[src/rtl/dcwa_pkg.sv]
package dcwa_pkg;
  localparam logic [7:0] CMD_NOP = 8'h00;
  localparam logic [7:0] CMD_GET_DISP_MODE = 8'h0D;
  localparam logic [7:0] CMD_GET_SIG_MODE = 8'h0E;
  localparam logic [7:0] CMD_SLEEP_IN = 8'h10;
  localparam logic [7:0] CMD_SLEEP_OUT = 8'h11;
  localparam logic [7:0] CMD_PARTIAL = 8'h12;
  localparam logic [7:0] CMD_NORMAL = 8'h13;
  localparam logic [7:0] CMD_INV_OFF = 8'h20;
  localparam logic [7:0] CMD_INV_ON = 8'h21;
  localparam logic [7:0] CMD_GAMMA = 8'h26;
  localparam logic [7:0] CMD_DISP_OFF = 8'h28;
  localparam logic [7:0] CMD_DISP_ON = 8'h29;
  localparam logic [7:0] CMD_COL = 8'h2A;
  localparam logic [7:0] CMD_PAGE = 8'h2B;
  localparam logic [7:0] CMD_WR_START = 8'h2C;
  localparam logic [7:0] CMD_RD_START = 8'h2E;
  localparam logic [3:0] GAMMA_CODE_RESET = 4'h8;
  localparam logic [3:0] GAMMA_CODE_NONE = 4'h0;
  localparam logic [3:0] GAMMA_CODE_C0 = 4'h1;
  localparam logic [3:0] GAMMA_CODE_C1 = 4'h2;
  localparam logic [3:0] GAMMA_CODE_C2 = 4'h4;
  localparam logic [3:0] GAMMA_CODE_C3 = 4'h8;
  localparam logic [1:0] GAMMA_PINS_RESET = 2'h3;
  localparam int DISP_SCROLL_BIT = 7;
  localparam int DISP_INVERT_BIT = 5;
  localparam int SIG_TEAR_BIT = 7;
  localparam logic [15:0] EXTENT_RESET = 16'h0000;
  localparam logic [1:0] PARAM_LAST = 2'h3;
  typedef enum logic [3:0]
  {
    DCWA_IDLE = 4'b0001,
    DCWA_PARAM = 4'b0010,
    DCWA_WRITE = 4'b0100,
    DCWA_READ = 4'b1000
  } dcwa_mode_t;
endpackage

[src/rtl/dcwa_frame_mem.sv]
module dcwa_frame_mem #(
  parameter int ADDR_W = 8,
  parameter int DATA_W = 8
) (
  input wire logic clk_sys_in,
  input wire logic wr_en_in,
  input wire logic [ADDR_W-1:0] addr_in,
  input wire logic [DATA_W-1:0] wr_data_in,
  output logic [DATA_W-1:0] rd_data_out
);
  logic [DATA_W-1:0] mem [2**ADDR_W];

  initial
  begin
    if (ADDR_W < 1 || ADDR_W > 20 || DATA_W < 1)
    begin
      $error("dcwa_frame_mem: bad geometry");
    end
  end

  // registered read; the array holds no reset to allow block ram
  always_ff @(posedge clk_sys_in)
  begin
    if (wr_en_in)
    begin
      mem[addr_in] <= wr_data_in;
    end
    rd_data_out <= mem[addr_in];
  end
endmodule

[src/rtl/dcwa_top.sv]
// Behaviour
// - display-mode query returns scroll bit7, invert bit5, gamma bits 2:0
// - reported gamma resets to 011; codes 000..011 mean curves 0..3
// - signal-mode query returns tearing enable in bit7, reset zero
// - sleep entry blanks panel, drives io pin zero low unless repurposed
// - sleep exit wakes panel, drives io pin zero high unless repurposed
// - partial command enters partial mode; only normal command leaves it
// - normal command clears partial display, and vertical scrolling unless a scroll request rises in that cycle
// - invert exit stops panel-path inversion, frame buffer untouched
// - invert entry inverts panel-path pixels only, frame buffer untouched
// - gamma code one-hot or 0000, reset 1000, maps to two select pins
// - display off blanks panel, frame buffer untouched
// - display on shows frame buffer image again
// - column command takes four bytes, high first, bounds host transfers
// - page command takes four bytes, high first, both reset zero
// - write start reloads counters to start and stores first pixel there
// - order bit 0: columns step first, then page, end at last cell
// - order bit 1: pages step first, then column, end at last cell
// - write pixels beyond the window size are discarded
// - read start reloads counters, returns pixels in same traversal order
// - no-operation only ends an ongoing transfer
module dcwa_top
  import dcwa_pkg::*;
#(
  parameter int COORD_W = 4,
  parameter int PIXEL_W = 8
) (
  input wire logic clk_sys_in,
  input wire logic rst_n_in,
  input wire logic wr_strobe_in,
  input wire logic rd_strobe_in,
  input wire logic data_sel_in,
  input wire logic [PIXEL_W-1:0] wr_data_in,
  output logic [PIXEL_W-1:0] rd_data_out,
  output logic rd_valid_out,
  input wire logic page_col_order_in,
  input wire logic scroll_active_in,
  input wire logic tear_enable_in,
  input wire logic io_zero_repurposed_in,
  output logic [1:0] gamma_select_pins_out,
  output logic general_io_pin_zero_out,
  output logic panel_awake_out,
  output logic display_enable_out,
  output logic partial_mode_out,
  output logic scroll_enable_out,
  output logic invert_out,
  output logic [15:0] start_column_out,
  output logic [15:0] end_column_out,
  output logic [15:0] start_page_out,
  output logic [15:0] end_page_out,
  output logic transfer_active_out
);
  import dcwa_pkg::*;

  localparam int ADDR_W = 2 * COORD_W;

  initial
  begin
    if (COORD_W < 1 || COORD_W > 10 || PIXEL_W < 8)
    begin
      $error("dcwa_top: unsupported parameters");
    end
  end

  typedef struct packed {
    dcwa_mode_t mode;
    logic [7:0] cmd;
    logic [1:0] pidx;
    logic [7:0] hold;
    logic [3:0] gamma_code;
    logic [1:0] gamma_pins;
    logic io_zero;
    logic awake;
    logic disp_on;
    logic partial;
    logic scroll_en;
    logic scroll_seen;
    logic invert;
    logic [15:0] start_column;
    logic [15:0] end_column;
    logic [15:0] start_page;
    logic [15:0] end_page;
    logic [15:0] col;
    logic [15:0] page;
    logic done;
    logic rd_pending;
    logic [PIXEL_W-1:0] rd_data;
    logic rd_valid;
  } dcwa_state_t;

  dcwa_state_t st;
  dcwa_state_t next_st;

  logic mem_wr;
  logic [ADDR_W-1:0] mem_addr;
  logic [PIXEL_W-1:0] mem_rd;
  logic last_cell;
  logic col_at_end;
  logic page_at_end;
  logic cmd_byte;
  logic data_byte;

  assign cmd_byte = wr_strobe_in && !data_sel_in;
  assign data_byte = wr_strobe_in && data_sel_in;
  assign col_at_end = st.col == st.end_column;
  assign page_at_end = st.page == st.end_page;
  assign last_cell = col_at_end && page_at_end;
  assign mem_addr = {st.page[COORD_W-1:0], st.col[COORD_W-1:0]};
  // discarded pixels never reach the array
  assign mem_wr = st.mode == DCWA_WRITE && data_byte && !st.done;

  dcwa_frame_mem #(
    .ADDR_W(ADDR_W),
    .DATA_W(PIXEL_W)
  ) u_mem (
    .clk_sys_in(clk_sys_in),
    .wr_en_in(mem_wr),
    .addr_in(mem_addr),
    .wr_data_in(wr_data_in),
    .rd_data_out(mem_rd)
  );

  always_comb
  begin
    next_st = st;
    next_st.rd_valid = 1'b0;
    // a read request launches the array access; data land on the next edge
    if (st.rd_pending)
    begin
      next_st.rd_pending = 1'b0;
      next_st.rd_valid = 1'b1;
      next_st.rd_data = mem_rd;
    end
    if (cmd_byte)
    begin
      next_st.mode = DCWA_IDLE;
      next_st.cmd = wr_data_in[7:0];
      next_st.pidx = 2'h0;
      next_st.done = 1'b0;
      next_st.rd_pending = 1'b0;
      unique case (wr_data_in[7:0])
        CMD_GET_DISP_MODE,
        CMD_GET_SIG_MODE,
        CMD_GAMMA,
        CMD_COL,
        CMD_PAGE:
        begin
          next_st.mode = DCWA_PARAM;
        end
        CMD_SLEEP_IN:
        begin
          next_st.awake = 1'b0;
          if (!io_zero_repurposed_in)
            next_st.io_zero = 1'b0;
        end
        CMD_SLEEP_OUT:
        begin
          next_st.awake = 1'b1;
          if (!io_zero_repurposed_in)
            next_st.io_zero = 1'b1;
        end
        CMD_PARTIAL: next_st.partial = 1'b1;
        CMD_NORMAL:
        begin
          next_st.partial = 1'b0;
          next_st.scroll_en = 1'b0;
        end
        CMD_INV_OFF: next_st.invert = 1'b0;
        CMD_INV_ON: next_st.invert = 1'b1;
        CMD_DISP_OFF: next_st.disp_on = 1'b0;
        CMD_DISP_ON: next_st.disp_on = 1'b1;
        CMD_WR_START:
        begin
          next_st.mode = DCWA_WRITE;
          next_st.col = st.start_column;
          next_st.page = st.start_page;
        end
        CMD_RD_START:
        begin
          next_st.mode = DCWA_READ;
          next_st.col = st.start_column;
          next_st.page = st.start_page;
        end
        default: next_st.mode = DCWA_IDLE;
      endcase
    end
    else
    begin
      unique case (st.mode)
        DCWA_IDLE: next_st.mode = DCWA_IDLE;
        DCWA_PARAM:
        begin
          if (data_byte)
          begin
            next_st.pidx = st.pidx + 2'h1;
            next_st.hold = wr_data_in[7:0];
            unique case (st.cmd)
              CMD_GAMMA:
              begin
                next_st.mode = DCWA_IDLE;
                next_st.gamma_code = wr_data_in[3:0];
                unique case (wr_data_in[3:0])
                  GAMMA_CODE_NONE: next_st.gamma_pins = 2'h0;
                  GAMMA_CODE_C0: next_st.gamma_pins = 2'h0;
                  GAMMA_CODE_C1: next_st.gamma_pins = 2'h1;
                  GAMMA_CODE_C2: next_st.gamma_pins = 2'h2;
                  GAMMA_CODE_C3: next_st.gamma_pins = 2'h3;
                  default: next_st.gamma_code = st.gamma_code;
                endcase
              end
              CMD_COL:
              begin
                unique case (st.pidx)
                  2'h1: next_st.start_column = {st.hold, wr_data_in[7:0]};
                  2'h3: next_st.end_column = {st.hold, wr_data_in[7:0]};
                  default: next_st.hold = wr_data_in[7:0];
                endcase
                if (st.pidx == PARAM_LAST)
                  next_st.mode = DCWA_IDLE;
              end
              CMD_PAGE:
              begin
                unique case (st.pidx)
                  2'h1: next_st.start_page = {st.hold, wr_data_in[7:0]};
                  2'h3: next_st.end_page = {st.hold, wr_data_in[7:0]};
                  default: next_st.hold = wr_data_in[7:0];
                endcase
                if (st.pidx == PARAM_LAST)
                  next_st.mode = DCWA_IDLE;
              end
              default: next_st.mode = DCWA_IDLE;
            endcase
          end
          if (rd_strobe_in && data_sel_in)
          begin
            // query answer is one byte, then the command is spent
            next_st.rd_valid = 1'b1;
            next_st.mode = DCWA_IDLE;
            next_st.rd_data = '0;
            if (st.cmd == CMD_GET_DISP_MODE)
            begin
              next_st.rd_data[DISP_SCROLL_BIT] = scroll_active_in;
              next_st.rd_data[DISP_INVERT_BIT] = st.invert;
              next_st.rd_data[2:0] = {1'b0, st.gamma_pins};
            end
            else if (st.cmd == CMD_GET_SIG_MODE)
            begin
              next_st.rd_data[SIG_TEAR_BIT] = tear_enable_in;
            end
          end
        end
        DCWA_WRITE, DCWA_READ:
        begin
          if ((st.mode == DCWA_WRITE && data_byte) ||
              (st.mode == DCWA_READ && rd_strobe_in && data_sel_in &&
               !st.done))
          begin
            next_st.rd_pending = st.mode == DCWA_READ;
            if (last_cell || st.done)
            begin
              next_st.done = 1'b1;
            end
            else if (!page_col_order_in)
            begin
              if (col_at_end)
              begin
                next_st.col = st.start_column;
                next_st.page = st.page + 16'h0001;
              end
              else
              begin
                next_st.col = st.col + 16'h0001;
              end
            end
            else
            begin
              if (page_at_end)
              begin
                next_st.page = st.start_page;
                next_st.col = st.col + 16'h0001;
              end
              else
              begin
                next_st.page = st.page + 16'h0001;
              end
            end
          end
        end
      endcase
    end
    // a rising scroll request arms scrolling; set beats a same-cycle clear
    next_st.scroll_seen = scroll_active_in;
    if (scroll_active_in && !st.scroll_seen)
      next_st.scroll_en = 1'b1;
  end

  always_ff @(posedge clk_sys_in)
  begin
    if (!rst_n_in)
    begin
      st <= '0;
      st.mode <= DCWA_IDLE;
      st.gamma_code <= GAMMA_CODE_RESET;
      st.gamma_pins <= GAMMA_PINS_RESET;
      st.start_column <= EXTENT_RESET;
      st.end_column <= EXTENT_RESET;
      st.start_page <= EXTENT_RESET;
      st.end_page <= EXTENT_RESET;
    end
    else
    begin
      st <= next_st;
    end
  end

  assign rd_data_out = st.rd_data;
  assign rd_valid_out = st.rd_valid;
  assign gamma_select_pins_out = st.gamma_pins;
  assign general_io_pin_zero_out = st.io_zero;
  // blanking and inversion act only on the panel side, never the array
  assign panel_awake_out = st.awake;
  assign display_enable_out = st.disp_on;
  assign partial_mode_out = st.partial;
  assign scroll_enable_out = st.scroll_en;
  assign invert_out = st.invert;
  assign start_column_out = st.start_column;
  assign end_column_out = st.end_column;
  assign start_page_out = st.start_page;
  assign end_page_out = st.end_page;
  assign transfer_active_out = (st.mode == DCWA_WRITE ||
                                st.mode == DCWA_READ) && !st.done;
endmodule

[config.mk]
export PLATFORM = sky130hd
export DESIGN_NAME = dcwa_top
export DESIGN_NICKNAME = d
export VERILOG_FILES = /design/src/rtl/dcwa_pkg.sv /design/src/rtl/dcwa_frame_mem.sv /design/src/rtl/dcwa_top.sv
export SDC_FILE = /design/constraint.sdc
export NUM_CORES = 2
export LEC_CHECK = 0
export BUFFER_PORTS_ARGS = -buffer_cell sky130_fd_sc_hd__buf_2
export CORE_MARGIN = 3
export CORE_UTILIZATION = 57
export CTS_CLUSTER_SIZE = 28
export DETAILED_ROUTE_END_ITERATION = 7
export GPL_TIMING_DRIVEN = 1
export PLACE_DENSITY = 0.76
export SYNTH_ARGS = -nofsm -noshare
export SYNTH_HDL_FRONTEND = slang
export SYNTH_SLANG_ARGS = --single-unit
[constraint.sdc]
create_clock -name clk_sys_in -period 2.5 [get_ports clk_sys_in]
set_input_delay 0.25 -clock clk_sys_in [delete_from_list [all_inputs] [get_ports clk_sys_in]]
set_output_delay 0.25 -clock clk_sys_in [all_outputs]
set_load 0.02 [all_outputs]
# Yosys cells after proc, flatten, opt, wreduce, memory -nomap -nowiden
# Memories as Yosys holds them, arrays and structs flattened. A register that Yosys moved wholly into a read port is not among the register bits.
# Cells that the tools add are included.
# totals
n_memories	1
regBits	138
output_inout_bits	82
word_cells	157
ramBits	2048
# mem_list
memory	depth	word_bits	rd	rd_ports_with_merged_regs	wr	line	text
u_mem.mem	256	8	1	1	1	dcwa_frame_mem.sv:11	logic [DATA_W-1:0] mem [2**ADDR_W];
# classes
addsub	3
eq_ne	39
n_bitwise	2
n_reduce_logical	52
mux	38
# op_table
operator	n
34-bit two-way mux	3
8-bit by 6-bit equality test with 1-bit output (second input constant)	12
32-bit two-way mux	3
16-bit two-way mux	4
9-bit two-way mux	4
5-bit AND reduction	7
16-bit by 1-bit adder with 16-bit output (second input constant)	2
16-bit equality test	2
8-bit by 4-bit equality test with 1-bit output (second input constant)	4
8-bit by 5-bit equality test with 1-bit output (second input constant)	4
4-bit two-way mux	5
2-bit nonzero test	8
4-bit one-hot mux with 3 select lines	1
2-bit AND reduction	6
1-bit logical AND	11
1-bit two-way mux	11
2-bit OR reduction	5
3-bit AND reduction	3
4-bit by 1-bit equality test with 1-bit output (second input constant)	2
4-bit by 2-bit equality test with 1-bit output (second input constant)	2
4-bit by 3-bit equality test with 1-bit output (second input constant)	2
4-bit equality test (second input constant)	2
2-bit != test (second input constant)	4
2-bit one-hot mux with 4 select lines	1
other kinds (18)	26

# Logic depth before layout (Yosys ltp)
# logic_depth
word_depth	8
ltp_mapped	12
ltp_nobuf	7

# Hierarchy
# Synthesis repeated with hierarchy kept, for this count alone.
# hier_totals
hier_cells	4382
hier_area_um2	85763.5
# modules_own_cells
mod	cells_per_inst	area_each_um2	n_inst
dcwa_frame_mem	3547	78492.8	1
dcwa_top	835	7270.7	1

# Worst setup path after synthesis
# No wires, ideal clock.
# synth_path
kind	reg2reg
from	register st (netlist bit mem_addr[2])
to	memory u_mem.mem[144][0], enable pin
setup_slack_ps	-199
path_stages_with_launch	9
path_buffers	5
arrival_ps	2329
path_cell_list	dfxtp_1 -> buf_2 -> buf_6 -> nor2_1 -> clkbuf_1 -> clkbuf_1 -> nand2_1 -> clkbuf_1 -> nor2_1
# synth_rtl
element	line	text
from (decl)	dcwa_top.sv:91	dcwa_state_t st;
from (signal assigned)	dcwa_top.sv:312	st <= next_st;
to (decl)	dcwa_frame_mem.sv:11	
# Straight into the memory's write port.

==> out/results.ini <==
[status]
outcome = finished with violations
violations = antenna violations, negative setup slack

[timing]
slew_headroom_pct = 23.7
skew_ns = 0.0436
fin_crit_ns = 3.00
finalHoldViolations = 0
drv_slew = 0
fin_ws_ns = -0.496
finalSetupViolCount = 124
fin_tns_setup_ns = -6.89
fin_crit_sh_pct = 120
rsz0062_at_grt = true
max_freq_mhz = 334
max_slew.worst_pin.slew_ns = 1.14

[job]
max_cap_viol_count = 0

[finish]
num-fill-cells = 8691
final_cells = 7665
post-route-util_pct = 69.9
synthToLayoutAreaGrowth_pct = 21.0
drive_gt1_share_pct = 36.9
final_common_cell = edfxtp_1
layout_common_cells = edfxtp_1, buf_4, mux4_2
fin_nets = 5495

[worst_setup_path]
r2r-end = u_mem.rd_data_out[1]
worstSetupStartpointType = flop
cp.arrival_ns = 3.74
crit_type = reg2reg
cp-end-kind = flop
r2r_start = mem_addr[0]
reg2reg_slack_ns = -0.50
cp_max_fo = 6
rr_worst_depth = 10
worstPathRequired_ns = 3.24

[clock_network]
cts_tree = built
cts_buffers = 205
cts.clk_slew.worst_paths_ns = 0.06
cts-htree-levels = 4
clock-root-buffer = clkbuf_16
clockBufferDepth = 3
insertion_delay_ns = 0.87
clock-sinks = 2194

[min_path]
hp-class = in2reg
worst_hold_path.endpoint = st[140]
whs_path_depth = 5
worstHoldStart = wr_data_in[4]

[grt]
grt_pass1_vias = 51099
grt_start_max_net_pins = 193
grt_pass1_wl_um = 367000
antenna_found_initial = 8
overflow = 0
gr-usage-all-layers_pct = 32.6

[pwr]
peakVddDrop_v = 0.000811
p_leak_nw = 35.0
power_mw = 73.0
power_density_mw_per_mm2 = 691

[placement]
port_buffers = 98
post-place-cells = 7162
hpwl_um = 158000
place_ws_ns = -0.833
gp_congestion = 0.927

[route]
wl_per_cell_um = 33.8
dr.pass1.iters = 6
drc = 0
ant_nets = 1
viasPerCell = 6.79
first_iter_violations = 8939
vias = 52008
drt_wl_total_um = 259000

[logic_synthesis]
syn-instance-count = 4510
synth_area_leader_cell = edfxtp_1
ys_ff_latch = 2194
synthArstFlopShare_pct = 0
synth-edff-count = 2048
yosys_warnings = 0
syn_area_mm2 = 0.0873
synth_top_area_share_pct = 70.5
synth_area_leaders = edfxtp_1, mux4_2, dfxtp_1
synthFlopType = edfxtp_1
synthDistinctLibCells = 88
syn_avg_cell_area_um2 = 19.4
seq_area_frac_synth_pct = 73.8
synth_fp_nets = 4537

[floorplanning]
io_pins = 99
fp.dieW_um = 397
start_util_pct = 57.8
core_area_mm2 = 0.151
dieHeight_um = 397
die_area_mm2 = 0.158
fp-row-count = 142

## worst max path at each step
stage / startpoint / endpoint / slack [ns] / depth (start not counted)
4_1_cts: mem_addr[0] / u_mem.rd_data_out[1] / -0.46 / 9
5_1_grt: mem_addr[0] / u_mem.rd_data_out[5] / -0.49 / 9
3_5_place_dp: mem_addr[0] / u_mem.rd_data_out[3] / -0.83 / 11
2_1_floorplan: mem_addr[2] / u_mem.mem[144][0] / -0.20 / 8
3_3_place_gp: mem_addr[0] / u_mem.rd_data_out[3] / -0.80 / 11
6_report: mem_addr[0] / u_mem.rd_data_out[1] / -0.50 / 10
## repair_timing
| item | CTS | global route |
|---|---|---|
| resized for setup | 153 | 158 |
| endpoints found under the hold margin | 87 | 0 |
| setup endpoints to repair | 1249 | 748 |
| pin swaps | 37 | 34 |
| hold buffers | 22 | 0 |
| setup buffers | 58 | 25 |
| cloned | 13 | 1 |
## per-stage QoR
step | hold WS, ns | area, um^2
floorplan | 0.349 | 87300
global placement | 0.440 | 96100
detailed placement | 0.449 | 96100
CTS | 0.0209 | 105000
global route | 0.0534 | 106000
finish | 0.0560 | 106000
## routing by layer
layer | vias up | track usage (%) | part of all wire [%]
met1 | 26343 | 43.2 | 34
met4 | 4 | 17.2 | 6.3
met2 | 4471 | 49.9 | 47
met3 | 909 | 8.97 | 13
li1 | 20281 | - | -
met5 | - | 0.308 | 0.031
## critical path, stage by stage (launching register included)
cell and delay (ns):
dfxtp_4 0.41, buf_12 0.17, buf_12 0.16, buf_4 0.14, nand3b_1 0.13, buf_4 0.18, o221ai_1 0.21, o211ai_1 0.70
clkbuf_16 0.28, o211ai_1 0.09, or4_1 0.40
## power breakdown
part	switching [mW]	internal [mW]
clock	13.8	18.0
sequential	0.0109	40.1
combinational	0.836	0.224
## state kept, by name, indices dropped and copies added (netlist names)
signal                   cells
panel_awake_out              1
u_mem.mem                 2048
partial_mode_out             1
start_column_out            16
scroll_enable_out            1
gamma_select_pins_out        2
mem_addr                     8
general_io_pin_zero_out      1
st                          49
rd_valid_out                 1
display_enable_out           1
end_column_out              16
rd_data_out                  8
start_page_out              16
end_page_out                16
u_mem.rd_data_out            8
invert_out                   1
## synthesized netlist by cell type (all sizes together), types with 10 or more instances
| library cell | instances |
|---|---|
| and3 | 10 |
| a221oi | 21 |
| nand2b | 11 |
| clkbuf | 111 |
| nand4 | 23 |
| a22oi | 39 |
| inv | 18 |
| mux2 | 25 |
| buf | 238 |
| a21oi | 47 |
| mux4 | 486 |
| o22ai | 42 |
| o21ai | 41 |
| nor3 | 52 |
| nor2 | 385 |
| nand3 | 28 |
| o211ai | 10 |
| ha | 10 |
| xnor2 | 47 |
| o221ai | 30 |
| edfxtp | 2048 |
| nor4 | 19 |
| a2111oi | 11 |
| and2 | 13 |
| o31ai | 17 |
| dfxtp | 146 |
| o32ai | 10 |
| nand2 | 141 |
| nor2b | 11 |
| a32oi | 16 |
| a22o | 11 |
| mux2i | 238 |
| a211o | 14 |
| a211oi | 28 |
## logic make-up after synthesis
logic type | share of synthesized area, %
muxes | 15.7
buffers and inverters | 2.71
DFF | 73.8
adders and majority gates | 0.155
xor gates and xnor gates | 0.552
AOI/OAI and AO/OA | 3.41
and+or+nand+nor | 3.69
## layout make-up
class | instances | area [um^2] | share of cell area [%]
Inverter | 22 | 92.6 | 0.0877
Timing Repair Buffer | 1101 | 10200 | 9.66
Tap cell | 2016 | 2520 | 2.39
Clock buffer | 254 | 5380 | 5.09
Sequential cell | 2194 | 64400 | 61.0
Antenna cell | 11 | 27.5 | 0.0261
Clock inverter | 123 | 1430 | 1.36
Multi-Input combinational cell | 1944 | 21500 | 20.4
(Power assumes the default switching activity.)
